--- src/design/sbg_pkg.sv ---
/*
  sbg_pkg: constants shared by the baud generator and its prescaler.
  assumes: one clock domain, APB register access with 8-bit word-aligned offsets.
*/
package sbg_pkg;
    // =========================================================
    // register offsets (byte addresses)
    localparam logic [7:0] ADDR_BAUD = 8'h00;
    localparam logic [7:0] ADDR_CTRL = 8'h04;
    localparam logic [7:0] ADDR_FDV = 8'h08;
    localparam logic [7:0] ADDR_TXD = 8'h0C;
    localparam logic [7:0] ADDR_RXD = 8'h10;
    localparam logic [7:0] ADDR_STAT = 8'h14;
    // =========================================================
    // control field positions
    localparam int CTRL_RUN = 0;
    localparam int CTRL_RSEL = 1;
    localparam int CTRL_FDE = 2;
    localparam int CTRL_SYNC = 3;
    localparam int CTRL_RXEN = 4;
    // =========================================================
    // widths and reset values
    localparam int TIMER_W = 13;
    localparam int FDV_W = 9;
    localparam int BYTE_W = 8;
    localparam logic [TIMER_W-1:0] TIMER_RST = 13'h0000;
    localparam logic [FDV_W-1:0] FDV_RST = 9'h000;
    localparam logic [BYTE_W-1:0] BYTE_RST = 8'h00;
    // =========================================================
    // timing counts
    localparam logic [1:0] PRE_DIV2_LAST = 2'h1;
    localparam logic [1:0] PRE_DIV3_LAST = 2'h2;
    localparam logic [3:0] SMP_LAST = 4'hF;
    localparam logic [3:0] SMP_FIRST_VOTE = 4'h6;
    localparam logic [3:0] SMP_LAST_VOTE = 4'h8;
    localparam logic [1:0] Q_BEFORE_RISE = 2'h1;
    localparam logic [1:0] Q_LAST = 2'h3;
    localparam logic [2:0] BIT_LAST = 3'h7;
    // =========================================================
    // synchronous shift engine states (gray along idle-shift-gap)
    typedef enum logic [1:0] {
        SBG_IDLE = 2'b00,
        SBG_SHIFT = 2'b01,
        SBG_GAP = 2'b11
    } sbg_state_t;
endpackage

--- src/design/sbg_tick_if.sv ---
/*
  sbg_tick_if: prescaler configuration and its output tick.
  assumes: both ends on the same clock.
*/
`timescale 1ns/1ps
`default_nettype none
interface sbg_tick_if;
    logic run;
    logic rateSelect;
    logic fracEnable;
    logic [sbg_pkg::FDV_W-1:0] fracValue;
    logic divTick;
    modport prescaler (input run, input rateSelect, input fracEnable, input fracValue, output divTick);
    modport core (output run, output rateSelect, output fracEnable, output fracValue, input divTick);
endinterface
`default_nettype wire

--- src/design/sbg_prescaler.sv ---
/*
  sbg_prescaler: fixed /2 or /3 divider, or n/512 fractional divider.
  assumes: configuration changes only while the run bit is clear.
*/
`timescale 1ns/1ps
`default_nettype none
module sbg_prescaler (
    // clock and reset
    input wire logic clock,
    input wire logic rstn,
    // configuration and tick
    sbg_tick_if.prescaler tick
);
    logic [1:0] fixCnt_ff;
    logic [sbg_pkg::FDV_W-1:0] fracAcc_ff;
    logic [sbg_pkg::FDV_W:0] fracSum;
    logic [1:0] fixLast;

    assign fracSum = {1'b0, fracAcc_ff} + {1'b0, tick.fracValue};
    assign fixLast = tick.rateSelect ? sbg_pkg::PRE_DIV3_LAST : sbg_pkg::PRE_DIV2_LAST;

    // =========================================================
    // divider
    always_ff @(posedge clock or negedge rstn) begin
        if (!rstn) begin
            fixCnt_ff <= 2'h0;
            fracAcc_ff <= sbg_pkg::FDV_RST;
            tick.divTick <= 1'b0;
        end else if (!tick.run) begin
            tick.divTick <= 1'b0;
        end else if (tick.fracEnable) begin
            fracAcc_ff <= fracSum[sbg_pkg::FDV_W-1:0];
            tick.divTick <= fracSum[sbg_pkg::FDV_W] || (tick.fracValue == sbg_pkg::FDV_RST);
        end else begin
            tick.divTick <= (fixCnt_ff == fixLast);
            fixCnt_ff <= (fixCnt_ff == fixLast) ? 2'h0 : fixCnt_ff + 2'h1;
        end
    end
endmodule // sbg_prescaler
`default_nettype wire

--- src/design/sbg_top.sv ---
/*
  sbg_top: serial channel baud generator with synchronous shift engine and APB registers.
  assumes: APB master on the same clock; external shift registers on the data and shift clock pins.
*/
// Design decisions made here: the APB register port and the placing of the registers.
`timescale 1ns/1ps
`default_nettype none
module sbg_top (
    // clock and reset
    input wire logic clock,
    input wire logic rstn,
    // apb slave
    input wire logic psel,
    input wire logic penable,
    input wire logic pwrite,
    input wire logic [7:0] paddr,
    input wire logic [31:0] pwdata,
    output logic [31:0] prdata,
    output logic pready,
    output logic pslverr,
    // serial pins
    input wire logic serialDataIn,
    output logic serialDataOut,
    output logic serialDataOe_n,
    output logic shiftClockOut,
    output logic shiftClockOe_n,
    // clocks to the serial channel
    output logic sampleClockTick,
    output logic bitRateTick,
    output logic sampleStrobe,
    output logic asyncRxBit
);
    // =========================================================
    // declarations
    sbg_tick_if tick ();
    logic run_ff;
    logic rateSelect_ff;
    logic fracEnable_ff;
    logic syncMode_ff;
    logic rxEnable_ff;
    logic [sbg_pkg::FDV_W-1:0] fracValue_ff;
    logic [sbg_pkg::TIMER_W-1:0] reload_ff;
    logic [sbg_pkg::TIMER_W-1:0] timer_ff;
    logic pendLoad_ff;
    logic brtTick_ff;
    logic [sbg_pkg::BYTE_W-1:0] txBuf_ff;
    logic txPending_ff;
    logic [sbg_pkg::BYTE_W-1:0] rxBuf_ff;
    logic rxFull_ff;
    logic [3:0] smpCnt_ff;
    logic [1:0] voteOnes_ff;
    sbg_pkg::sbg_state_t state_ff;
    logic [1:0] quarter_ff;
    logic [2:0] bitCnt_ff;
    logic [sbg_pkg::BYTE_W-1:0] shiftReg_ff;
    logic isRx_ff;
    logic dinMeta_ff;
    logic dinSync_ff;
    logic [31:0] nxt_prdata;
    logic nxt_pslverr;
    logic accessDone;
    logic wrAccess;
    logic rdAccess;
    logic wrBaud;
    logic wrCtrl;
    logic slotEnd;
    logic startRx;
    logic startTx;
    logic byteEnd;
    logic rxDone;
    // =========================================================
    // prescaler
    assign tick.run = run_ff;
    assign tick.rateSelect = rateSelect_ff;
    assign tick.fracEnable = fracEnable_ff;
    assign tick.fracValue = fracValue_ff;
    sbg_prescaler u_prescaler (
        .clock(clock),
        .rstn(rstn),
        .tick(tick.prescaler)
    );
    // =========================================================
    // apb decode
    assign accessDone = psel && penable && pready;
    assign wrAccess = accessDone && pwrite && !nxt_pslverr;
    assign rdAccess = accessDone && !pwrite && !nxt_pslverr;
    assign wrBaud = wrAccess && (paddr == sbg_pkg::ADDR_BAUD);
    assign wrCtrl = wrAccess && (paddr == sbg_pkg::ADDR_CTRL);
    always_comb begin
        nxt_prdata = 32'h0000_0000;
        nxt_pslverr = 1'b0;
        if (paddr == sbg_pkg::ADDR_BAUD) begin
            nxt_prdata = {19'h00000, timer_ff};
        end else if (paddr == sbg_pkg::ADDR_CTRL) begin
            nxt_prdata = {27'h0000000, rxEnable_ff, syncMode_ff, fracEnable_ff, rateSelect_ff, run_ff};
        end else if (paddr == sbg_pkg::ADDR_FDV) begin
            nxt_prdata = {23'h000000, fracValue_ff};
        end else if (paddr == sbg_pkg::ADDR_TXD) begin
            nxt_prdata = {24'h000000, txBuf_ff};
        end else if (paddr == sbg_pkg::ADDR_RXD) begin
            nxt_prdata = {24'h000000, rxBuf_ff};
        end else if (paddr == sbg_pkg::ADDR_STAT) begin
            nxt_prdata = {28'h0000000, rxFull_ff, (state_ff != sbg_pkg::SBG_IDLE), 1'b0, txPending_ff};
        end else begin
            nxt_pslverr = 1'b1;
        end
    end

    // zero-wait answer: ready in the first access cycle
    always_ff @(posedge clock or negedge rstn) begin
        if (!rstn) begin
            pready <= 1'b0;
            pslverr <= 1'b0;
            prdata <= 32'h0000_0000;
        end else begin
            pready <= psel && !penable;
            pslverr <= psel && !penable && nxt_pslverr;
            if (psel && !penable && !pwrite) begin
                prdata <= nxt_prdata;
            end
        end
    end

    // =========================================================
    // control registers
    always_ff @(posedge clock or negedge rstn) begin
        if (!rstn) begin
            run_ff <= 1'b0;
            rateSelect_ff <= 1'b0;
            fracEnable_ff <= 1'b0;
            syncMode_ff <= 1'b0;
            fracValue_ff <= sbg_pkg::FDV_RST;
        end else begin
            if (wrCtrl) begin
                run_ff <= pwdata[sbg_pkg::CTRL_RUN];
                rateSelect_ff <= pwdata[sbg_pkg::CTRL_RSEL];
                fracEnable_ff <= pwdata[sbg_pkg::CTRL_FDE];
                syncMode_ff <= pwdata[sbg_pkg::CTRL_SYNC];
            end
            if (wrAccess && paddr == sbg_pkg::ADDR_FDV) begin
                fracValue_ff <= pwdata[sbg_pkg::FDV_W-1:0];
            end
        end
    end

    // receive enable: software sets, byte completion clears
    always_ff @(posedge clock or negedge rstn) begin
        if (!rstn) begin
            rxEnable_ff <= 1'b0;
        end else if (wrCtrl) begin
            rxEnable_ff <= pwdata[sbg_pkg::CTRL_RXEN];
        end else if (rxDone) begin
            rxEnable_ff <= 1'b0;
        end
    end

    // =========================================================
    // reload register
    always_ff @(posedge clock or negedge rstn) begin
        if (!rstn) begin
            reload_ff <= sbg_pkg::TIMER_RST;
        end else if (wrBaud) begin
            reload_ff <= pwdata[sbg_pkg::TIMER_W-1:0];
        end
    end

    // =========================================================
    // baud timer
    always_ff @(posedge clock or negedge rstn) begin
        if (!rstn) begin
            timer_ff <= sbg_pkg::TIMER_RST;
            pendLoad_ff <= 1'b0;
            brtTick_ff <= 1'b0;
        end else begin
            brtTick_ff <= 1'b0;
            if (wrBaud) begin
                if (run_ff) begin
                    timer_ff <= pwdata[sbg_pkg::TIMER_W-1:0];
                end
                pendLoad_ff <= !run_ff;
            end else if (run_ff && pendLoad_ff) begin
                timer_ff <= reload_ff;
                pendLoad_ff <= 1'b0;
            end else if (run_ff && tick.divTick) begin
                if (timer_ff == sbg_pkg::TIMER_RST) begin
                    timer_ff <= reload_ff;
                    brtTick_ff <= 1'b1;
                end else begin
                    timer_ff <= timer_ff - 13'h0001;
                end
            end
        end
    end

    // =========================================================
    // asynchronous sample and bit rate clocks
    always_ff @(posedge clock or negedge rstn) begin
        if (!rstn) begin
            smpCnt_ff <= 4'h0;
            voteOnes_ff <= 2'h0;
            sampleClockTick <= 1'b0;
            bitRateTick <= 1'b0;
            sampleStrobe <= 1'b0;
            asyncRxBit <= 1'b1;
        end else begin
            sampleClockTick <= brtTick_ff && !syncMode_ff;
            bitRateTick <= brtTick_ff && !syncMode_ff && (smpCnt_ff == sbg_pkg::SMP_LAST);
            sampleStrobe <= brtTick_ff && !syncMode_ff && (smpCnt_ff >= sbg_pkg::SMP_FIRST_VOTE)
                && (smpCnt_ff <= sbg_pkg::SMP_LAST_VOTE);
            if (syncMode_ff) begin
                smpCnt_ff <= 4'h0;
                voteOnes_ff <= 2'h0;
            end else if (brtTick_ff) begin
                smpCnt_ff <= smpCnt_ff + 4'h1;
                if (smpCnt_ff == sbg_pkg::SMP_FIRST_VOTE) begin
                    voteOnes_ff <= {1'b0, dinSync_ff};
                end else if (smpCnt_ff > sbg_pkg::SMP_FIRST_VOTE && smpCnt_ff < sbg_pkg::SMP_LAST_VOTE) begin
                    voteOnes_ff <= voteOnes_ff + {1'b0, dinSync_ff};
                end else if (smpCnt_ff == sbg_pkg::SMP_LAST_VOTE) begin
                    asyncRxBit <= (voteOnes_ff + {1'b0, dinSync_ff}) >= 2'h2;
                end
            end
        end
    end

    // =========================================================
    // data pin synchroniser
    always_ff @(posedge clock or negedge rstn) begin
        if (!rstn) begin
            dinMeta_ff <= 1'b1;
            dinSync_ff <= 1'b1;
        end else begin
            dinMeta_ff <= serialDataIn;
            dinSync_ff <= dinMeta_ff;
        end
    end

    // =========================================================
    // transmit buffer and receive status
    assign slotEnd = brtTick_ff && ((state_ff == sbg_pkg::SBG_IDLE)
        || (state_ff == sbg_pkg::SBG_GAP && quarter_ff == sbg_pkg::Q_LAST));
    assign startRx = slotEnd && syncMode_ff && run_ff && rxEnable_ff;
    assign startTx = slotEnd && syncMode_ff && run_ff && !rxEnable_ff && txPending_ff;
    assign byteEnd = brtTick_ff && (state_ff == sbg_pkg::SBG_SHIFT) && (quarter_ff == sbg_pkg::Q_LAST)
        && (bitCnt_ff == sbg_pkg::BIT_LAST);
    assign rxDone = byteEnd && isRx_ff;
    always_ff @(posedge clock or negedge rstn) begin
        if (!rstn) begin
            txBuf_ff <= sbg_pkg::BYTE_RST;
            txPending_ff <= 1'b0;
        end else begin
            if (wrAccess && paddr == sbg_pkg::ADDR_TXD) begin
                txBuf_ff <= pwdata[sbg_pkg::BYTE_W-1:0];
                txPending_ff <= 1'b1;
            end else if (startTx) begin
                txPending_ff <= 1'b0;
            end
        end
    end

    always_ff @(posedge clock or negedge rstn) begin
        if (!rstn) begin
            rxFull_ff <= 1'b0;
        end else if (rxDone) begin
            rxFull_ff <= 1'b1;
        end else if (rdAccess && paddr == sbg_pkg::ADDR_RXD) begin
            rxFull_ff <= 1'b0;
        end
    end

    // =========================================================
    // synchronous shift engine, four timer ticks per shift period
    always_ff @(posedge clock or negedge rstn) begin
        if (!rstn) begin
            state_ff <= sbg_pkg::SBG_IDLE;
            quarter_ff <= 2'h0;
            bitCnt_ff <= 3'h0;
            shiftReg_ff <= sbg_pkg::BYTE_RST;
            isRx_ff <= 1'b0;
            rxBuf_ff <= sbg_pkg::BYTE_RST;
            shiftClockOut <= 1'b1;
            serialDataOut <= 1'b1;
        end else if (!syncMode_ff) begin
            state_ff <= sbg_pkg::SBG_IDLE;
            quarter_ff <= 2'h0;
            shiftClockOut <= 1'b1;
            serialDataOut <= 1'b1;
        end else if (startRx || startTx) begin
            state_ff <= sbg_pkg::SBG_SHIFT;
            quarter_ff <= 2'h0;
            bitCnt_ff <= 3'h0;
            isRx_ff <= startRx;
            shiftClockOut <= 1'b0;
            if (startTx) begin
                shiftReg_ff <= txBuf_ff;
                serialDataOut <= txBuf_ff[0];
            end
        end else if (brtTick_ff && state_ff != sbg_pkg::SBG_IDLE) begin
            quarter_ff <= quarter_ff + 2'h1;
            case (state_ff)
                sbg_pkg::SBG_SHIFT: begin
                    if (quarter_ff == sbg_pkg::Q_BEFORE_RISE) begin
                        shiftClockOut <= 1'b1;
                        if (isRx_ff) begin
                            shiftReg_ff <= {dinSync_ff, shiftReg_ff[sbg_pkg::BYTE_W-1:1]};
                        end
                    end else if (quarter_ff == sbg_pkg::Q_LAST) begin
                        if (bitCnt_ff == sbg_pkg::BIT_LAST) begin
                            state_ff <= sbg_pkg::SBG_GAP;
                            serialDataOut <= 1'b1;
                            if (isRx_ff) begin
                                rxBuf_ff <= shiftReg_ff;
                            end
                        end else begin
                            bitCnt_ff <= bitCnt_ff + 3'h1;
                            shiftClockOut <= 1'b0;
                            if (!isRx_ff) begin
                                serialDataOut <= shiftReg_ff[1];
                                shiftReg_ff <= {1'b0, shiftReg_ff[sbg_pkg::BYTE_W-1:1]};
                            end
                        end
                    end
                end
                sbg_pkg::SBG_GAP: begin
                    shiftClockOut <= 1'b1;
                    if (quarter_ff == sbg_pkg::Q_LAST) begin
                        state_ff <= sbg_pkg::SBG_IDLE;
                    end
                end
                default: begin
                    shiftClockOut <= 1'b1;
                end
            endcase
        end
    end

    // =========================================================
    // pin drive enables
    always_ff @(posedge clock or negedge rstn) begin
        if (!rstn) begin
            serialDataOe_n <= 1'b1;
            shiftClockOe_n <= 1'b1;
        end else begin
            serialDataOe_n <= !(syncMode_ff && !rxEnable_ff && !(state_ff == sbg_pkg::SBG_SHIFT && isRx_ff));
            shiftClockOe_n <= !syncMode_ff;
        end
    end
endmodule // sbg_top
`default_nettype wire

--- config.mk ---
export PLATFORM = sky130hd
export DESIGN_NAME = sbg_top
export DESIGN_NICKNAME = d
export VERILOG_FILES = /design/src/design/sbg_pkg.sv /design/src/design/sbg_tick_if.sv /design/src/design/sbg_prescaler.sv /design/src/design/sbg_top.sv
export SDC_FILE = /design/constraint.sdc
export NUM_CORES = 1
export LEC_CHECK = 0
export BUFFER_PORTS_ARGS = -buffer_cell sky130_fd_sc_hd__buf_2
export CORE_MARGIN = 1
export CORE_UTILIZATION = 35
export DETAILED_ROUTE_END_ITERATION = 7
export SYNTH_ARGS = -nofsm -noshare
export SYNTH_HDL_FRONTEND = slang
export SYNTH_SLANG_ARGS = --single-unit
--- constraint.sdc ---
create_clock -name clock -period 2.85 [get_ports clock]
set_input_delay 0.4275 -clock clock [delete_from_list [all_inputs] [get_ports clock]]
set_output_delay 0.4275 -clock clock [all_outputs]
set_load 0.01 [all_outputs]
# Word level (Yosys, flattened, before mapping)
# Cells that the tools add are included.
[totals]
ff_bits = 138
wordCells = 245
in_bits = 46
[op_classes]
n_addsub = 7
n_eq_ne = 34
magnitude_cmp = 5
muxes = 81
reduce_logical = 75
bitwise = 6
[op_table]
columns = ["cell", "count"]
rows = [
  ["$mux W8", 11],
  ["$mux W13", 5],
  ["$mux W32", 2],
  ["$logic_and A1 B1 Y1", 36],
  ["$mux W1", 36],
  ["$mux W2", 16],
  ["$mux W3", 6],
  ["$reduce_and A6 Y1", 3],
  ["$reduce_bool A2 Y1", 9],
  ["$eq A8 B4 Y1 const B", 2],
  ["$eq A8 B5 Y1 const B", 2],
  ["$reduce_and A8 Y1", 2],
  ["$ne A3 B1 Y1 const B", 5],
  ["$logic_not A13 Y1", 1],
  ["$sub A13 B1 Y13 const B", 1],
  ["$mux W4", 3],
  ["$ne A4 B2 Y1 const B", 3],
  ["$add A9 B9 Y10", 1],
  ["$ne A5 B3 Y1 const B", 2],
  ["$reduce_and A2 Y1", 5],
  ["$logic_not A9 Y1", 1],
  ["$mux W9", 1],
  ["$ne A3 B3 Y1 const B", 3],
  ["$reduce_bool A3 Y1", 3],
  ["29 further kinds", 49],
]

# Logic depth before layout (Yosys ltp)
[depth]
word_depth = 12
depth_mapped = 8

# Modules after synthesis
# Synthesis repeated with hierarchy kept, for this count alone.
[unflattened]
cells_unflattened = 640
hier_area_um2 = 6409.9
[by_module_without_submodules]
columns = ["module", "area_each_um2", "instances", "seq_area_each_um2", "cells_each"]
rows = [
  ["sbg_top", 5482.8, 1, 2686.3, 541],
  ["sbg_prescaler", 927.1, 1, 300.3, 99],
]

# Least setup slack after synthesis
# Ideal clock, no wire load.
[synth_path]
path_type = "in2reg"
start = "in paddr[5]"
end = "reg fracValue_ff[0] (netlist bit)"
path_stages = 5
n_path_buf = 1
required_ns = 2.725
setup_slack_ns = 0.568
arrival_time_ns = 2.157
cell_sequence = "or4_4 -> buf_6 -> or3_4 -> nor3_4 -> mux2_2"
[synth_via]
elab_chain_len = 10
word_cells_on_any_way = 15
classes_between = "5 x eq/ne; 6 x mux; 4 x reduce/logical"
[synth_lines]
columns = ["item", "line", "rtl"]
rows = [
  ["start, declared", "sbg_top.sv:16", "input wire logic [7:0] paddr,"],
  ["$eq A8 B5 Y1", "sbg_top.sv:102", "end else if (paddr == sbg_pkg::ADDR_STAT) begin"],
  ["$mux W1", "sbg_top.sv:102", ""],
  ["$mux W1", "sbg_top.sv:100", "end else if (paddr == sbg_pkg::ADDR_RXD) begin"],
  ["$mux W1", "sbg_top.sv:98", "end else if (paddr == sbg_pkg::ADDR_TXD) begin"],
  ["$mux W1", "sbg_top.sv:96", "end else if (paddr == sbg_pkg::ADDR_FDV) begin"],
  ["$mux W1", "sbg_top.sv:94", "end else if (paddr == sbg_pkg::ADDR_CTRL) begin"],
  ["$mux W1", "sbg_top.sv:92", "if (paddr == sbg_pkg::ADDR_BAUD) begin"],
  ["$logic_not A1 Y1", "sbg_top.sv:85", "assign wrAccess = accessDone && pwrite && !nxt_pslverr;"],
  ["$logic_and A1 B1 Y1", "sbg_top.sv:85", ""],
  ["$logic_and A1 B1 Y1 (*)", "sbg_top.sv:140", "if (wrAccess && paddr == sbg_pkg::ADDR_FDV) begin"],
  ["end signal, assigned", "sbg_top.sv:132", "fracValue_ff <= sbg_pkg::FDV_RST;"],
  ["end signal, assigned", "sbg_top.sv:141", "fracValue_ff <= pwdata[sbg_pkg::FDV_W-1:0];"],
  ["end, declared", "sbg_top.sv:41", "logic [sbg_pkg::FDV_W-1:0] fracValue_ff;"],
]
# Mark *: on every way between the ends. The rest lies on a longest branch, timed or not.
# A chain may end at the register's enable or synchronous reset.

# Worst setup path after layout
[layout_path]
start = "reg timer_ff[0] (netlist bit)"
end = "reg brtTick_ff"
[layout_via]
elab_chain_len = 5
[layout_lines]
columns = ["item", "line", "rtl"]
rows = [
  ["start, declared", "sbg_top.sv:43", "logic [sbg_pkg::TIMER_W-1:0] timer_ff;"],
  ["start signal, assigned", "sbg_top.sv:171", "timer_ff <= sbg_pkg::TIMER_RST;"],
  ["start signal, assigned", "sbg_top.sv:178", "timer_ff <= pwdata[sbg_pkg::TIMER_W-1:0];"],
  ["start signal, assigned", "sbg_top.sv:182", "timer_ff <= reload_ff;"],
  ["$logic_not A13 Y1", "sbg_top.sv:185", "if (timer_ff == sbg_pkg::TIMER_RST) begin"],
  ["$mux W1", "sbg_top.sv:185", ""],
  ["$mux W1", "sbg_top.sv:184", "end else if (run_ff && tick.divTick) begin"],
  ["$mux W1", "sbg_top.sv:181", "end else if (run_ff && pendLoad_ff) begin"],
  ["$mux W1", "sbg_top.sv:176", "if (wrBaud) begin"],
  ["end signal, assigned", "sbg_top.sv:173", "brtTick_ff <= 1'b0;"],
  ["end signal, assigned", "sbg_top.sv:175", "brtTick_ff <= 1'b0;"],
  ["end signal, assigned", "sbg_top.sv:187", "brtTick_ff <= 1'b1;"],
  ["end, declared", "sbg_top.sv:45", "logic brtTick_ff;"],
]
# No other way between the ends.

==> flow_summary_export.csv <==
group,metric,value,unit
grt,grt_pass1_vias,4653,
synth,synth-compound-area-share,0.159,
layout,post-route-util,0.425,
sta,period_needed,2360,ps
clock_tree,clkTransAtPathRegs,60,ps
floorplanning,initial_core_util,0.363,
drt,viasPerCell,5.25,
sta,fmax,0.424,GHz
sta,setup_viol,0,
drt,drc,0,
synth,synth_cells,662,
clock_tree,hold_buffers,0,
sta,slew_viol_final,0,
setup_path,reg2reg_setup_slack,490,ps
sta,slew_headroom,0.411,
placement,numPortBuffers,49,
floorplanning,die_h,137,µm
layout,areaGrowthSynthToFinish,17.0,%
synth,yosysSeqAreaShare,0.469,
grt,grt_pass1_wl,25000,µm
placement,post-place-ws,351,ps
synth,synth-simple-area-share,0.195,
grt,grt.overflow.total,0,
setup_path,reg2reg_from,"timer_ff[0]$_DFFE_PN0P_",
drt,postRouteAntennaNets,0,
clock_tree,clock_latency,420,ps
synth,syn-mean-instance-area,9.62,µm²
power,total_power,0.00402,W
clock_tree,clock-sinks,119,
clock_tree,clock-root-buffer,"clkbuf_16",
sta,setup_ws,492,ps
clock_tree,htreeDepth,4,
layout,layout_commonest_cell,"dfrtp_1",
floorplanning,dieArea,0.0187,mm²
drt,drt_iter0_drc,471,
sta,hold_violations,0,
grt,grt_max_degree,64,
layout,insertedDiodeCount,0,
sta,grt_setup_unrepaired,"no",
synth,ys_warn_count,0,
setup_path,crit_arrival,2610,ps
drt,wl,15700,µm
synth,synth_top_family_by_area,"simple AND/OR/NAND/NOR gates",
drt,dr.pass1.iters,4,
clock_tree,cts_resized,0,
setup_path,cp.required,3100,ps
synth,synth.distinct_cells,68,
floorplanning,fp.dieW,137,µm
setup_path,critPathKind,"flip-flop to flip-flop",
synth,muxShareOfSynthArea,0.0652,
setup_path,crit_fanout,7,
synth,synth_flop_cell,"dfrtp_1",
clock_tree,cts_setup_buffers,0,
run_status,outcome,"completed",
drt,vias,5037,
worst_hold_path,holdPathEnd,"dinMeta_ff$_DFF_PN1_",
setup_path,end_kind,"flip-flop",
placement,gp_congestion,0.829,
synth,synth_area,0.00637,mm²
sta,holdWs,104,ps
sta,period_share,0.827,
placement,hpwlAfterDp,11400,µm
synth,ys_seq_elements,119,
grt,antenna_found_initial,0,
layout,layout.nets,785,
floorplanning,core.rowCount,48,
sta,fin_setup_tns,0,ps
clock_tree,cts_max_path_buffers,2,
job,maxCapViolations,0,
floorplanning,core,0.0175,mm²
clock_tree,cts-buffers-inserted,17,
power,power_per_cell_area,540,mW/mm²
worst_hold_path,holdCritStartpoint,"serialDataIn",
setup_path,regToRegEndpoint,"brtTick_ff$_DFF_PN0_",
sta,worst_slew_pin_slew,876,ps
floorplanning,pin_count,88,
layout,drive_above_1_share,0.207,
setup_path,critPathLaunchType,"flip-flop",
synth,synth_edf_count,0,
synth,async_flop_share,1.00,
synth,synthAdderAreaFrac,0.0365,
sta,fin_skew,7.41,ps
power,power.leakage,3.56,nW
worst_hold_path,hp-class,"primary input to flip-flop",
layout,final_cell_mix,"dfrtp_1 (112), nand2_1 (107), nor2_1 (55)",
drt,wl_per_cell,16.4,µm
grt,track_usage,0.178,
worst_hold_path,min_delay_path_depth,1,
power,vdd_drop_max,0.424,mV
clock_tree,cts_tree,"built",
synth,synth_xor_area_frac,0.0192,
setup_path,reg2reg_depth,6,
logic make-up (layout without fill, tap and decap cells):
kind of cell,Yosys count,count (layout)
other,1,19
flip-flops,119,119
AND/OR/NAND/NOR,254,254
buffers and inverters,70,124
multiplexers,38,38
adder cells (fa/ha/maj),18,18
AO/OA/AOI/OAI,148,148
XOR/XNOR,14,14
where the power goes:
group | switching (W) | total (W) | internal (W)
Combinational | 0.000128 | 0.000196 | 0.0000685
Clock | 0.000800 | 0.00209 | 0.00129
Sequential | 0.0000161 | 0.00174 | 0.00172
Total | 0.000944 | 0.00402 | 0.00308
sequential cells by signal, indices dropped and copies added (netlist names), 2 cells and up:
name and flops:
reload_ff 13, smpCnt_ff 4, u_prescaler.fixCnt_ff 2, prdata 13
shiftReg_ff 8, voteOnes_ff 2, u_prescaler.fracAcc_ff 9, state_ff 2
bitCnt_ff 3, quarter_ff 2, timer_ff 13, rxBuf_ff 8
fracValue_ff 9, txBuf_ff 8
per-layer routing:
metal,track usage,vias up,routed length [µm]
li1,-,2466,-
met4,0.0568,0,212
met2,0.262,119,7000
met5,0,-,0
met1,0.260,2432,7850
met3,0.0348,20,669
Yosys cell counts, types with 4 or more instances:
| cell | number | area, µm² |
|---|---|---|
| xnor2_1 | 8 | 70.1 |
| mux2_2 | 28 | 315 |
| nor3_1 | 6 | 30.0 |
| dfrtp_1 | 112 | 2800 |
| a31oi_1 | 24 | 150 |
| ha_1 | 17 | 213 |
| xor2_1 | 6 | 52.6 |
| a21o_1 | 5 | 37.5 |
| inv_1 | 21 | 78.8 |
| o31ai_1 | 12 | 90.1 |
| mux2i_1 | 10 | 100 |
| a21oi_1 | 24 | 120 |
| nor4_1 | 8 | 50.1 |
| o21a_1 | 4 | 30.0 |
| nand2_1 | 107 | 402 |
| a211oi_1 | 5 | 37.5 |
| buf_2 | 5 | 25.0 |
| and3_1 | 8 | 50.1 |
| nor2b_1 | 7 | 43.8 |
| nand4_1 | 6 | 37.5 |
| or3_1 | 4 | 25.0 |
| o21ai_0 | 28 | 140 |
| nand3_1 | 17 | 85.1 |
| dfstp_2 | 7 | 184 |
| clkbuf_1 | 21 | 78.8 |
| nand2b_1 | 6 | 37.5 |
| o211ai_1 | 9 | 67.6 |
| nor3b_1 | 5 | 37.5 |
| a211o_1 | 4 | 35.0 |
| nor2_1 | 55 | 206 |
| buf_4 | 21 | 158 |
| and2_1 | 4 | 25.0 |
worst max-delay path by stage:
stage,start,to,slack (ps),cells past startpoint
2_1_floorplan,paddr[5],fracValue_ff[0]$_DFFE_PN0P_,570,5
3_3_place_gp,paddr[5],fracValue_ff[7]$_DFFE_PN0P_,340,5
3_5_place_dp,paddr[5],fracValue_ff[2]$_DFFE_PN0P_,350,5
4_1_cts,timer_ff[0]$_DFFE_PN0P_,brtTick_ff$_DFF_PN0_,470,6
5_1_grt,timer_ff[0]$_DFFE_PN0P_,timer_ff[5]$_DFFE_PN0P_,330,7
6_report,timer_ff[0]$_DFFE_PN0P_,brtTick_ff$_DFF_PN0_,490,6
stage by stage:
step,std cells,area [µm²]
2_1_floorplan,680,6440
3_3_place_gp,927,6870
3_5_place_dp,927,6870
5_1_grt,959,7450
6_report,959,7450
4_1_cts,959,7450
critical path, stage by stage (launching register included):
cell	delay (ps)
dfrtp_1	430
inv_1	110
ha_1	180
nor3b_2	430
nand2_1	110
or4_1	490
nor4_1	440
layout make-up:
class / count / area, µm²
clock inverters: 14 / 153
flip-flops and latches: 119 / 2990
well taps: 225 / 282
multi-input cells: 491 / 3100
clock buffers: 18 / 429
repair buffers: 71 / 425
inverters: 21 / 78.8
fillers: 1721 / 10100
(Power assumes the default switching activity.)
